`src/irq_unit_pkg.sv`:
```
// constants for the interrupt enable and priority unit
// assumes an 8-bit classic wishbone slave and one system clock
package irq_unit_pkg;

	// ==================================
	// register offsets (word index)
	localparam logic [3:0] OFS_BASIC_MASK  = 4'h0;
	localparam logic [3:0] OFS_EXT_MASK    = 4'h1;
	localparam logic [3:0] OFS_PIN_SELECT  = 4'h2;
	localparam logic [3:0] OFS_BASIC_PRIO  = 4'h3;
	localparam logic [3:0] OFS_EXT_PRIO    = 4'h4;
	localparam logic [3:0] OFS_PIN_FUNC    = 4'h5;
	localparam logic [3:0] OFS_EVT_STATUS  = 4'h6;
	localparam logic [3:0] OFS_EVT_MASK    = 4'h7;

	// ==================================
	// reset values
	localparam logic [7:0] RST_MASK   = 8'h00;
	localparam logic [7:0] RST_SELECT = 8'h00;
	localparam logic [7:0] RST_PRIO   = 8'h00;
	localparam logic [1:0] RST_REMAP  = 2'h0;
	localparam logic [2:0] RST_EVT    = 3'h0;

	// ==================================
	// field positions
	localparam int GLOBAL_ALLOW_BIT = 7;
	localparam int GLOBAL_BLOCK_BIT = 6;
	localparam int PIN_GROUP_BIT    = 6;
	localparam int PIN_EDGE_BIT     = 7;
	localparam int HIGH_RUN_BIT     = 7;
	localparam int LOW_RUN_BIT      = 6;
	localparam int NEST_FLAG_BIT    = 7;
	localparam int PIN_ACTIVE_BIT   = 6;
	localparam int SER1_REMAP_BIT   = 5;
	localparam int SER0_REMAP_BIT   = 4;
	localparam int EVT_HIGH_ENTRY   = 0;
	localparam int EVT_LOW_ENTRY    = 1;
	localparam int EVT_PIN_EDGE     = 2;

	// ==================================
	// sources and vectors
	localparam int         NUM_SRC     = 14;
	localparam int         NUM_PINS    = 7;
	localparam logic [3:0] SRC_GPIO    = 4'hC;
	localparam logic [15:0] VEC_BASE   = 16'h0003;
	localparam logic [15:0] VEC_STEP   = 16'h0008;
	localparam logic [1:0] DEPTH_MAX   = 2'h2;

endpackage

```
`src/irq_unit.sv`:
```
// interrupt enable, pin source selection and two-level priority unit
// assumes: synchronous pin inputs, level requests from peripherals,
// core pulses take_i on handler entry and done_i on handler return
//
// Summary of operation
// - basic mask bits 5..0 allow timer2, serial0, timer1, ext1, timer0, ext0.
// - extended mask bits 7..0 allow watchdog, pin group, pwm, serial1, adc, usb, touch, spi.
// - pin group allow bit gates all selected pin sources together.
// - level mode: pin request follows active level of any selected pin.
// - edge mode: valid edge latches flag; cleared by level mode, reset, pin group handler entry.
// - select bits 5,4,3,1 pick port1 pins 5,4,3 and port3 pin1, active low.
// - select bit 2 picks reset pin, active high, rising edge.
// - select bits 6 and 0 pick serial receive pins, chosen by remap bits.
// - priority bit set means high level, clear means low level.
// - basic priority bits 5..0 map timer2, serial0, timer1, ext1, timer0, ext0.
// - extended priority bits 6..0 map pin group, pwm, serial1, adc, usb, touch, spi.
// - within one level, fixed default order picks the winner.
// - running flags 00 none, 01 low, 10 high, 11 error.
// - nesting flag reads 1 only at depth one.
// - sources 0..13 in default order; vector 0x0003 plus eight per source.
// - requests pass only with global allow set and global block clear.
// - pin request active reads as bit 6 of pin function register.
//
// The Wishbone slave port and the register offsets were decided locally.
`timescale 1ns/1ps
module irq_unit (
	input  wire logic         clk_i,
	input  wire logic         rst_i,
	input  wire logic         cyc_i,
	input  wire logic         stb_i,
	input  wire logic         we_i,
	input  wire logic         sel_i,
	input  wire logic [3:0]   adr_i,
	input  wire logic [7:0]   dat_i,
	output logic      [7:0]   dat_o,
	output logic              ack_o,
	output logic              int_o,
	input  wire logic [13:0]  src_req_i,
	input  wire logic         p1_2_i,
	input  wire logic         p1_3_i,
	input  wire logic         p1_4_i,
	input  wire logic         p1_5_i,
	input  wire logic         p1_6_i,
	input  wire logic         p3_0_i,
	input  wire logic         p3_1_i,
	input  wire logic         p3_4_i,
	input  wire logic         rst_pin_i,
	input  wire logic         take_i,
	input  wire logic         done_i,
	output logic              irq_req_o,
	output logic      [3:0]   irq_num_o,
	output logic      [15:0]  irq_vector_o,
	output logic              high_run_o,
	output logic              low_run_o
);
	import irq_unit_pkg::*;

	// ==================================
	// helpers
	function automatic logic [4:0] first_set(input logic [13:0] v);
		logic [4:0] r;
		r = 5'h0;
		for (int i = NUM_SRC - 1; i >= 0; i--) begin
			if (v[i]) begin
				r = {1'b1, 4'(i)};
			end
		end
		return r;
	endfunction

	// ==================================
	// registers
	logic [7:0] basic_mask_reg;
	logic [7:0] extended_mask_reg;
	logic [7:0] pin_source_select_reg;
	logic [5:0] basic_priority_reg;
	logic [6:0] extended_priority_reg;
	logic       serial1_pin_remap;
	logic       serial0_pin_remap;
	logic [2:0] evt_status_reg;
	logic [2:0] evt_mask_reg;
	logic [6:0] pin_act_prev_reg;
	logic       pin_edge_flag_reg;
	logic [1:0] depth_reg;
	logic [1:0] level_stack_reg;
	logic       ack_reg;
	logic [7:0] dat_reg;
	logic       int_reg;
	logic       irq_req_reg;
	logic [3:0] irq_num_reg;
	logic [15:0] irq_vector_reg;
	logic       high_run_reg;
	logic       low_run_reg;

	logic       bus_go;
	logic       wr_go;
	logic       pin_edge_mode;
	logic [6:0] pin_act;
	logic [6:0] pin_edges;
	logic       pin_request_active;
	logic [13:0] src_raw;
	logic [13:0] src_allow;
	logic [13:0] src_high;
	logic [13:0] pend;
	logic       gate_open;
	logic [4:0] pick_high;
	logic [4:0] pick_low;
	logic       top_is_high;
	logic       high_level_running;
	logic       low_level_running;
	logic       nesting_depth_flag;
	logic       can_high;
	logic       can_low;
	logic       sel_valid;
	logic [3:0] sel_num;
	logic       sel_high;
	logic       entry;
	logic [2:0] evt_set;

	assign bus_go = cyc_i & stb_i & ~ack_reg;
	// writes land at the edge that samples ack high
	assign wr_go  = cyc_i & stb_i & ack_reg & we_i & sel_i;

	// ==================================
	// pin sources
	assign pin_edge_mode = pin_source_select_reg[PIN_EDGE_BIT];

	assign pin_act[6] = ~(serial1_pin_remap ? p3_4_i : p1_6_i);
	assign pin_act[0] = ~(serial0_pin_remap ? p1_2_i : p3_0_i);
	assign pin_act[5] = ~p1_5_i;
	assign pin_act[4] = ~p1_4_i;
	assign pin_act[3] = ~p1_3_i;
	assign pin_act[1] = ~p3_1_i;
	assign pin_act[2] = rst_pin_i;

	assign pin_edges = pin_act & ~pin_act_prev_reg
		& pin_source_select_reg[NUM_PINS-1:0];

	// level follows pins, edge uses flag
	assign pin_request_active = pin_edge_mode ? pin_edge_flag_reg
		: |(pin_act & pin_source_select_reg[NUM_PINS-1:0]);

	always_ff @(posedge clk_i) begin
		if (rst_i) begin
			pin_act_prev_reg <= 7'h00;
		end else begin
			pin_act_prev_reg <= pin_act;
		end
	end

	always_ff @(posedge clk_i) begin
		if (rst_i) begin
			pin_edge_flag_reg <= 1'b0;
		end else if (!pin_edge_mode) begin
			pin_edge_flag_reg <= 1'b0;
		end else if (|pin_edges) begin
			pin_edge_flag_reg <= 1'b1;
		end else if (entry && sel_num == SRC_GPIO) begin
			pin_edge_flag_reg <= 1'b0;
		end
	end

	// ==================================
	// source masking, order 0..13
	assign src_raw = {src_req_i[13], pin_request_active,
		src_req_i[11:0]};

	// basic allows, extended allows, group gate
	assign src_allow = {extended_mask_reg, basic_mask_reg[5:0]};

	assign src_high = {1'b0, extended_priority_reg, basic_priority_reg};

	assign gate_open = basic_mask_reg[GLOBAL_ALLOW_BIT]
		& ~basic_mask_reg[GLOBAL_BLOCK_BIT];
	assign pend = src_raw & src_allow & {NUM_SRC{gate_open}};

	assign pick_high = first_set(pend & src_high);
	assign pick_low  = first_set(pend & ~src_high);

	// ==================================
	// running level and nesting
	assign top_is_high = (depth_reg == DEPTH_MAX) ? level_stack_reg[1]
		: level_stack_reg[0];
	assign high_level_running = (depth_reg != 2'h0) & top_is_high;
	assign low_level_running  = (depth_reg != 2'h0) & ~top_is_high;
	assign nesting_depth_flag = (depth_reg == 2'h1);

	assign can_high = ~high_level_running & (depth_reg != DEPTH_MAX);
	assign can_low  = (depth_reg == 2'h0);

	always_comb begin
		sel_valid = 1'b0;
		sel_num   = 4'h0;
		sel_high  = 1'b0;
		if (can_high && pick_high[4]) begin
			sel_valid = 1'b1;
			sel_num   = pick_high[3:0];
			sel_high  = 1'b1;
		end else if (can_low && pick_low[4]) begin
			sel_valid = 1'b1;
			sel_num   = pick_low[3:0];
		end
	end

	assign entry = take_i & irq_req_reg & sel_valid
		& (sel_num == irq_num_reg);

	always_ff @(posedge clk_i) begin
		if (rst_i) begin
			depth_reg       <= 2'h0;
			level_stack_reg <= 2'h0;
		end else if (entry) begin
			depth_reg <= depth_reg + 2'h1;
			if (depth_reg == 2'h0) begin
				level_stack_reg[0] <= sel_high;
			end else begin
				level_stack_reg[1] <= sel_high;
			end
		end else if (done_i && depth_reg != 2'h0) begin
			depth_reg <= depth_reg - 2'h1;
		end
	end

	// ==================================
	// core request outputs
	always_ff @(posedge clk_i) begin
		if (rst_i) begin
			irq_req_reg    <= 1'b0;
			irq_num_reg    <= 4'h0;
			irq_vector_reg <= 16'h0000;
			high_run_reg   <= 1'b0;
			low_run_reg    <= 1'b0;
		end else begin
			irq_req_reg  <= sel_valid & ~entry;
			irq_num_reg  <= sel_num;
			irq_vector_reg <= VEC_BASE
				+ 16'(VEC_STEP * {12'h000, sel_num});
			high_run_reg <= high_level_running;
			low_run_reg  <= low_level_running;
		end
	end

	// ==================================
	// event status, write one to clear
	assign evt_set = {(|pin_edges) & pin_edge_mode,
		entry & ~sel_high, entry & sel_high};

	always_ff @(posedge clk_i) begin
		if (rst_i) begin
			evt_status_reg <= RST_EVT;
			evt_mask_reg   <= RST_EVT;
		end else begin
			// set wins over clear
			if (wr_go && adr_i == OFS_EVT_STATUS) begin
				evt_status_reg <= (evt_status_reg & ~dat_i[2:0])
					| evt_set;
			end else begin
				evt_status_reg <= evt_status_reg | evt_set;
			end
			if (wr_go && adr_i == OFS_EVT_MASK) begin
				evt_mask_reg <= dat_i[2:0];
			end
		end
	end

	always_ff @(posedge clk_i) begin
		if (rst_i) begin
			int_reg <= 1'b0;
		end else begin
			int_reg <= |(evt_status_reg & evt_mask_reg);
		end
	end

	// ==================================
	// register writes
	always_ff @(posedge clk_i) begin
		if (rst_i) begin
			basic_mask_reg        <= RST_MASK;
			extended_mask_reg     <= RST_MASK;
			pin_source_select_reg <= RST_SELECT;
			basic_priority_reg    <= RST_PRIO[5:0];
			extended_priority_reg <= RST_PRIO[6:0];
			serial1_pin_remap     <= RST_REMAP[1];
			serial0_pin_remap     <= RST_REMAP[0];
		end else if (wr_go) begin
			unique case (adr_i)
				OFS_BASIC_MASK: basic_mask_reg <= dat_i;
				OFS_EXT_MASK:   extended_mask_reg <= dat_i;
				OFS_PIN_SELECT: pin_source_select_reg <= dat_i;
				OFS_BASIC_PRIO: basic_priority_reg <= dat_i[5:0];
				OFS_EXT_PRIO:   extended_priority_reg <= dat_i[6:0];
				OFS_PIN_FUNC: begin
					serial1_pin_remap <= dat_i[SER1_REMAP_BIT];
					serial0_pin_remap <= dat_i[SER0_REMAP_BIT];
				end
				default: begin
				end
			endcase
		end
	end

	// ==================================
	// bus answer and read data
	always_ff @(posedge clk_i) begin
		if (rst_i) begin
			ack_reg <= 1'b0;
		end else begin
			ack_reg <= bus_go;
		end
	end

	always_ff @(posedge clk_i) begin
		if (rst_i) begin
			dat_reg <= 8'h00;
		end else if (bus_go && !we_i) begin
			unique case (adr_i)
				OFS_BASIC_MASK: dat_reg <= basic_mask_reg;
				OFS_EXT_MASK:   dat_reg <= extended_mask_reg;
				OFS_PIN_SELECT: dat_reg <= pin_source_select_reg;
				OFS_BASIC_PRIO: begin
					dat_reg <= {high_level_running, low_level_running,
						basic_priority_reg};
				end
				OFS_EXT_PRIO: begin
					dat_reg <= {nesting_depth_flag,
						extended_priority_reg};
				end
				OFS_PIN_FUNC: begin
					dat_reg <= {1'b0, pin_request_active,
						serial1_pin_remap, serial0_pin_remap, 4'h0};
				end
				OFS_EVT_STATUS: begin
					dat_reg <= {5'h00, evt_status_reg};
				end
				OFS_EVT_MASK: begin
					dat_reg <= {5'h00, evt_mask_reg};
				end
				default: begin
					dat_reg <= 8'h00;
				end
			endcase
		end
	end

	assign dat_o        = dat_reg;
	assign ack_o        = ack_reg;
	assign int_o        = int_reg;
	assign irq_req_o    = irq_req_reg;
	assign irq_num_o    = irq_num_reg;
	assign irq_vector_o = irq_vector_reg;
	assign high_run_o   = high_run_reg;
	assign low_run_o    = low_run_reg;

endmodule

```
`config.mk`:
```
export PLATFORM = sky130hd
export DESIGN_NAME = irq_unit
export DESIGN_NICKNAME = d
export VERILOG_FILES = /design/src/irq_unit_pkg.sv /design/src/irq_unit.sv
export SDC_FILE = /design/constraint.sdc
export NUM_CORES = 1
export LEC_CHECK = 0
export BUFFER_PORTS_ARGS = -buffer_cell sky130_fd_sc_hd__buf_2
export CORE_ASPECT_RATIO = 0.9
export CORE_MARGIN = 5
export CORE_UTILIZATION = 25
export CTS_BUF_LIST = sky130_fd_sc_hd__clkbuf_4
export CTS_CLUSTER_DIAMETER = 120
export CTS_CLUSTER_SIZE = 12
export DETAILED_ROUTE_END_ITERATION = 16
export GPL_TIMING_DRIVEN = 0
export PLACE_DENSITY_LB_ADDON = 0.2
export SYNTH_ARGS = -nofsm -noshare
export SYNTH_HDL_FRONTEND = slang
export SYNTH_SLANG_ARGS = --single-unit
```
`constraint.sdc`:
```
create_clock -name clk_i -period 6.3 [get_ports clk_i]
set_input_delay 0.945 -clock clk_i [delete_from_list [all_inputs] [get_ports clk_i]]
set_output_delay 0.945 -clock clk_i [all_outputs]
set_load 0.02 [all_outputs]
```
# After elaboration in Yosys (flattened, before gate mapping)
# Cells that the tools add are included.
# totals
regBits	90
wordCells	149
out_inout_bits	33
# op_classes
eq_ne	12
bitwise	44
reduce_logical	25
muxes	43
n_addsub	3
# ops
cell	n
$mux 5	28
$pmux 8 s8	1
$and 14x14->14	3
$and 7x7->7	3
$and 1x1->1	16
$eq 4x3->1 const B	4
$reduce_and 2->1	8
$and 14x13->14	1
$not 1->1	14
$not 13->14	1
$reduce_or 7->1	2
$mux 1	9
$add 2x7->8 const A	1
$eq 4x2->1 const B	2
$mux 4	2
$logic_and 1x1->1	7
$not 7->7	1
$and 3x3->3	2
$or 3x3->3	2
$reduce_bool 2->1	3
$eq 4x1->1 const B	1
$eq 4x4->1	1
$eq 4x4->1 const B	1
$logic_not 4->1	1
12 further kinds	13

# Depth between registers and ports, before layout
# logic_depth
ltp_word	30
mapped_depth	12
mapped_depth_nobuf	11

# Worst setup path before layout
# No wires, ideal clock.
# synth_path
kind	input to register
startpoint	in src_req_i[10]
endpoint	reg pin_edge_flag_reg
path_slack_ps	2996
arrival_time_ps	3187
setup_ps	116
path_buffers	0
path_stages	9
required_time_ps	6184
cell_sequence	and4b_4 > a22o_1 > or4_1 > o21ai_1 > o32a_2 > xor2_2 > nand4_1 > or4_1 > a41o_1
# synth_between
elab_chain_len	21
elab_cells_between_ends	38
cone_classes	eq/ne: 2; mux: 26; bitwise: 6; reduce/logical: 4
# synth_lines
item	line	rtl
start: declaration	irq_unit.sv:38	input wire logic [13:0] src_req_i,
$and 14x14->14 * (2 in a row)	irq_unit.sv:175	assign pend = src_raw & src_allow & {NUM_SRC{gate_open}};
$and 14x14->14	irq_unit.sv:178	assign pick_low = first_set(pend & ~src_high);
$mux 5 (11 in a row)	irq_unit.sv:64	if (v[i]) begin
$logic_and 1x1->1	irq_unit.sv:199	end else if (can_low && pick_low[4]) begin
$mux 4 or $mux 1 (tied branches)	irq_unit.sv:199	
$mux 4 or $mux 1 (tied branches)	irq_unit.sv:195	if (can_high && pick_high[4]) begin
$eq 4x4->1 or $and 1x1->1 (tied branches)	irq_unit.sv:206, irq_unit.sv:205	
$and 1x1->1	irq_unit.sv:206	& (sel_num == irq_num_reg);
$logic_and 1x1->1 *	irq_unit.sv:158	end else if (entry && sel_num == SRC_GPIO) begin
$reduce_bool 2->1 (no source line) *	--	
end signal: assignment	irq_unit.sv:155	pin_edge_flag_reg <= 1'b0;
end signal: assignment	irq_unit.sv:157	pin_edge_flag_reg <= 1'b1;
end signal: assignment	irq_unit.sv:159	pin_edge_flag_reg <= 1'b0;
end: declaration	irq_unit.sv:83	logic pin_edge_flag_reg;
# Mark *: on every way between the ends. The rest lies on a longest branch, timed or not.
# A chain may end at the register's enable or synchronous reset.

# Final worst setup path
# layout_path
startpoint	in p1_2_i
endpoint	reg pin_edge_flag_reg
# layout_between
elab_chain_len	28
elab_cells_between_ends	51
cone_classes	eq/ne: 2; mux: 33; bitwise: 10; reduce/logical: 6
# layout_lines
item	line	rtl
start: declaration	irq_unit.sv:39	input wire logic p1_2_i,
$mux 1 *	irq_unit.sv:129	assign pin_act[0] = ~(serial0_pin_remap ? p1_2_i : p3_0_i);
$not 1->1 *	irq_unit.sv:129	
$and 7x7->7	irq_unit.sv:141	: |(pin_act & pin_source_select_reg[NUM_PINS-1:0]);
$reduce_or 7->1	irq_unit.sv:141	
$mux 1	irq_unit.sv:140	assign pin_request_active = pin_edge_mode ? pin_edge_flag_reg
$and 14x14->14 (2 in a row)	irq_unit.sv:175	
$and 14x14->14	irq_unit.sv:178	
$mux 5 (13 in a row)	irq_unit.sv:64	
$logic_and 1x1->1	irq_unit.sv:199	
$mux 4 or $mux 1 (tied branches)	irq_unit.sv:199	
$mux 4 or $mux 1 (tied branches)	irq_unit.sv:195	
$eq 4x4->1 or $and 1x1->1 (tied branches)	irq_unit.sv:206, irq_unit.sv:205	
$and 1x1->1	irq_unit.sv:206	
$logic_and 1x1->1	irq_unit.sv:158	
$reduce_bool 2->1 (no source line)	--	
# Marked as above.

==> out/qor_table.md <==
| Group | Quantity | Value |
|---|---|---|
| drt | Avg Vias per Cell | 5.11 |
| global routing | Congestion Overflow GR | 0 |
| synthesis | Number of enable-type register cells in the synthesized netlist | 0 |
| synthesis | Mapped cell area | 4330 µm² |
| timing | Total count of hold-check failures in the final report | 0 |
| power and ir drop | Power Dens Cells | 181 nW/µm² |
| floorplanning | Core Area | 16900 µm² |
| power and ir drop | Maximum VDD drop | 79.2 µV |
| cts | Worst-case clock buffer depth | 2 |
| layout | Final-layout fill cell count | 1845 |
| cts | TritonCTS buffer count | 9 |
| flow run | Max_cap viols | 0 |
| drt | Residual DRC count | 0 |
| global routing | Antenna violations before repair | 1 |
| synthesis | Avg Inst Size Synth | 8.34 µm² |
| setup path | Worst Path Arrival | 4.16 ns |
| timing | Setup repair after global routing missed its margin | false |
| setup path | Highest net fanout along the worst path | 7 |
| layout | Combined area of the multi-input logic cells | 2550 µm² |
| timing | Final count of pins violating max slew | 0 |
| status | Run status | finished, final reports clean |
| cts | TritonCTS Sinks | 75 |
| timing | Slew at the pin closest to its max-slew limit | 1.20 ns |
| cts | Post CTS Setup Buffer Count | 0 |
| setup path | Critical path endpoint category | flip-flop |
| synthesis | Warnings from Yosys | 0 |
| layout | Post-route standard cell area excluding fillers | 5120 µm² |
| drt | TritonRoute pass-1 iters | 5 |
| drt | Via count of the routed design | 4306 |
| synthesis | Synth cell types | 79 |
| placement | Final weighted congestion in routability-driven placement | 0.835 |
| floorplanning | IO Count | 76 |
| floorplanning | Vertical extent of the die | 135 µm |
| global routing | Global-route usage over all layers | 15.3% |
| drt | Antenna Violating Nets Remaining | 0 |
| layout | Ratio of cells with drive above 1 in the final layout | 21.3% |
| placement | Count of input and output buffers | 62 |
| setup path | Critical path startpoint category | input pin |
| timing | Max Freq | 0.262 GHz |
| drt | Detailed Route WL | 15.5 mm |
| layout | Number of nets in the final layout | 647 |
| drt | Number of design-rule violations left by the first detailed-router iteration | 359 |
| placement | Post-place instance area | 4970 µm² |
| timing | Setup Total Neg Slack | 0 ns |
| power and ir drop | Leak | 0.00193 µW |
| synthesis | Seq/Total Area, Yosys | 34.7% |
| placement | DPL Wire Length | 12.2 mm |
| cts | Post-CTS Hold Fix Bufs | 0 |
| worst hold path | Hold Crit Class | reg2reg |
| layout | Sequential cell area | 1500 µm² |
| global routing | Pin count of the biggest net entering global routing | 13 |
| floorplanning | Area of the die | 20100 µm² |
| timing | Final cycle utilization of the critical path | 60.6% |
| synthesis | Synth Register Bits | 75 |
| floorplanning | Rows | 45 |
| synthesis | Top_reg_cell synth | dfxtp_1 |
| timing | Final Critical Period | 3.82 ns |
| layout | Final Util | 30.2% |
| cts | Clock root buffer master | clkbuf_4 |
| timing | Number of failing setup endpoints in the final timing report | 0 |
| synthesis | Synth async-reset ratio | 0% |
| setup path | Required time of the critical path | 6.64 ns |
| synthesis | Post-synthesis instance total | 519 |
| floorplanning | Horizontal die dimension | 149 µm |
| global routing | Wire length of the first global-routing pass | 23.7 mm |
| global routing | Vias in the first global route | 4172 |
| layout | Layout Area Growth over Synthesis | 18.4% |
| cts | Deepest level of the CTS H-tree | 3 |
| cts | Clock slew at reported path FFs | 0.12 ns |
| floorplanning | Initial core utilization | 25.5% |
| timing | Relative slew slack | 19.2% |
| setup path | Category of the most critical setup path | in2reg |
| timing | Post-Route Skew | 0.0173 ns |
| cts | Insertion delay to the later sink of the worst-skew pair | 0.44 ns |
| cts | Total of cells resized after clock tree synthesis | 0 |
| cts | CTS tree | yes |
| drt | Routed len/inst | 18.4 µm |
per-layer routing:
layer,routed length [µm],global-route usage [%]
met2,6860,23.9
met3,1060,4.03
met4,194,3.28
met5,0,0
met1,7360,21.1
critical path: stages:
cell and delay, ns:
buf_2 0.10, mux2i_1 0.35, a22oi_1 0.21, a311oi_1 0.62, a311oi_1 0.24, nor2_1 0.48
a31o_1 0.21, nand4_1 0.19, or4_1 0.55, a41o_1 0.25
Yosys cell counts, drive strengths merged (11+ instances only):
library cell / number / share of area, %
mux2i: 24 / 5.5
buf: 18 / 3.4
dfxtp: 75 / 35
inv: 22 / 1.9
clkbuf: 21 / 1.8
a21oi: 40 / 4.6
nor3: 11 / 1.3
nand2: 60 / 5.2
nand3: 25 / 2.9
o21ai: 11 / 1.4
o22ai: 12 / 1.7
nor2: 51 / 4.5
path summary, 6_finish.rpt:
kind,startpoint,end,slack [ns],cells after the start
hold / removal,dat_o[7],dat_o[7],0.48,2
setup / recovery,p1_2_i,pin_edge_flag_reg,2.48,10
hold reg to reg,dat_o[7],dat_o[7],0.48,2
setup reg to reg,serial0_pin_remap,pin_edge_flag_reg,2.60,9
cell usage in the layout, fill, tap and decap left out, drive strengths merged, types with 5 or more instances in the layout:
cell / netlist / layout
o21ai: 11 / 11
nand4: 5 / 5
nand2b: 8 / 8
nor4: 6 / 6
nand3: 25 / 25
clkbuf: 21 / 31
a31oi: 10 / 10
inv: 22 / 22
a31o: 5 / 5
a22oi: 5 / 5
a211oi: 5 / 5
o22ai: 12 / 12
nor2b: 8 / 8
buf: 18 / 80
nor3: 11 / 11
mux2i: 24 / 24
conb: 1 / 10
and2: 5 / 5
a21oi: 40 / 40
dfxtp: 75 / 75
nand2: 60 / 60
nor2: 51 / 51
o211ai: 6 / 6
nand4b: 9 / 9
mux2: 6 / 6
metrics by stage:
stage          total power (µW)  worst slack (ns)  hold WS [ns]  std cells
3_3_place_gp                593              2.11         0.454        825
4_1_cts                     931              2.56         0.482        841
2_1_floorplan               551              3.00         0.443        528
6_report                    926              2.48         0.481        842
5_1_grt                     955              2.37         0.509        841
3_5_place_dp                595              2.09         0.465        825
cells by family after synthesis:
| logic type | count (synthesis) | synth area share [%] |
|---|---|---|
| AOI/OAI and AO/OA | 137 | 23.2 |
| xor gates and xnor gates | 2 | 0.578 |
| adders and majority gates | 3 | 0.867 |
| DFF | 75 | 34.7 |
| and+or+nand+nor | 209 | 25.9 |
| muxes | 31 | 7.63 |
| other | 1 | 0.0866 |
| buffers and inverters | 61 | 7.11 |
cell type report:
type	instances	share of cell area, %
plain buffers	39	4.39
flip-flops and latches	75	29.3
inverters	22	1.61
diodes	1	0.0488
multi-input cells	392	49.8
repair buffers	62	6.05
clock inverters	6	1.56
well taps	235	5.74
clock buffers	10	1.46
report_power, final:
group          total (µW)  switching, µW  internal [µW]  leakage, µW
registers             484           3.08            481     0.000607
clock network         340            178            162    0.0000815
logic                 102           68.6           33.0      0.00125
Power figures use the tool's default switching activity.
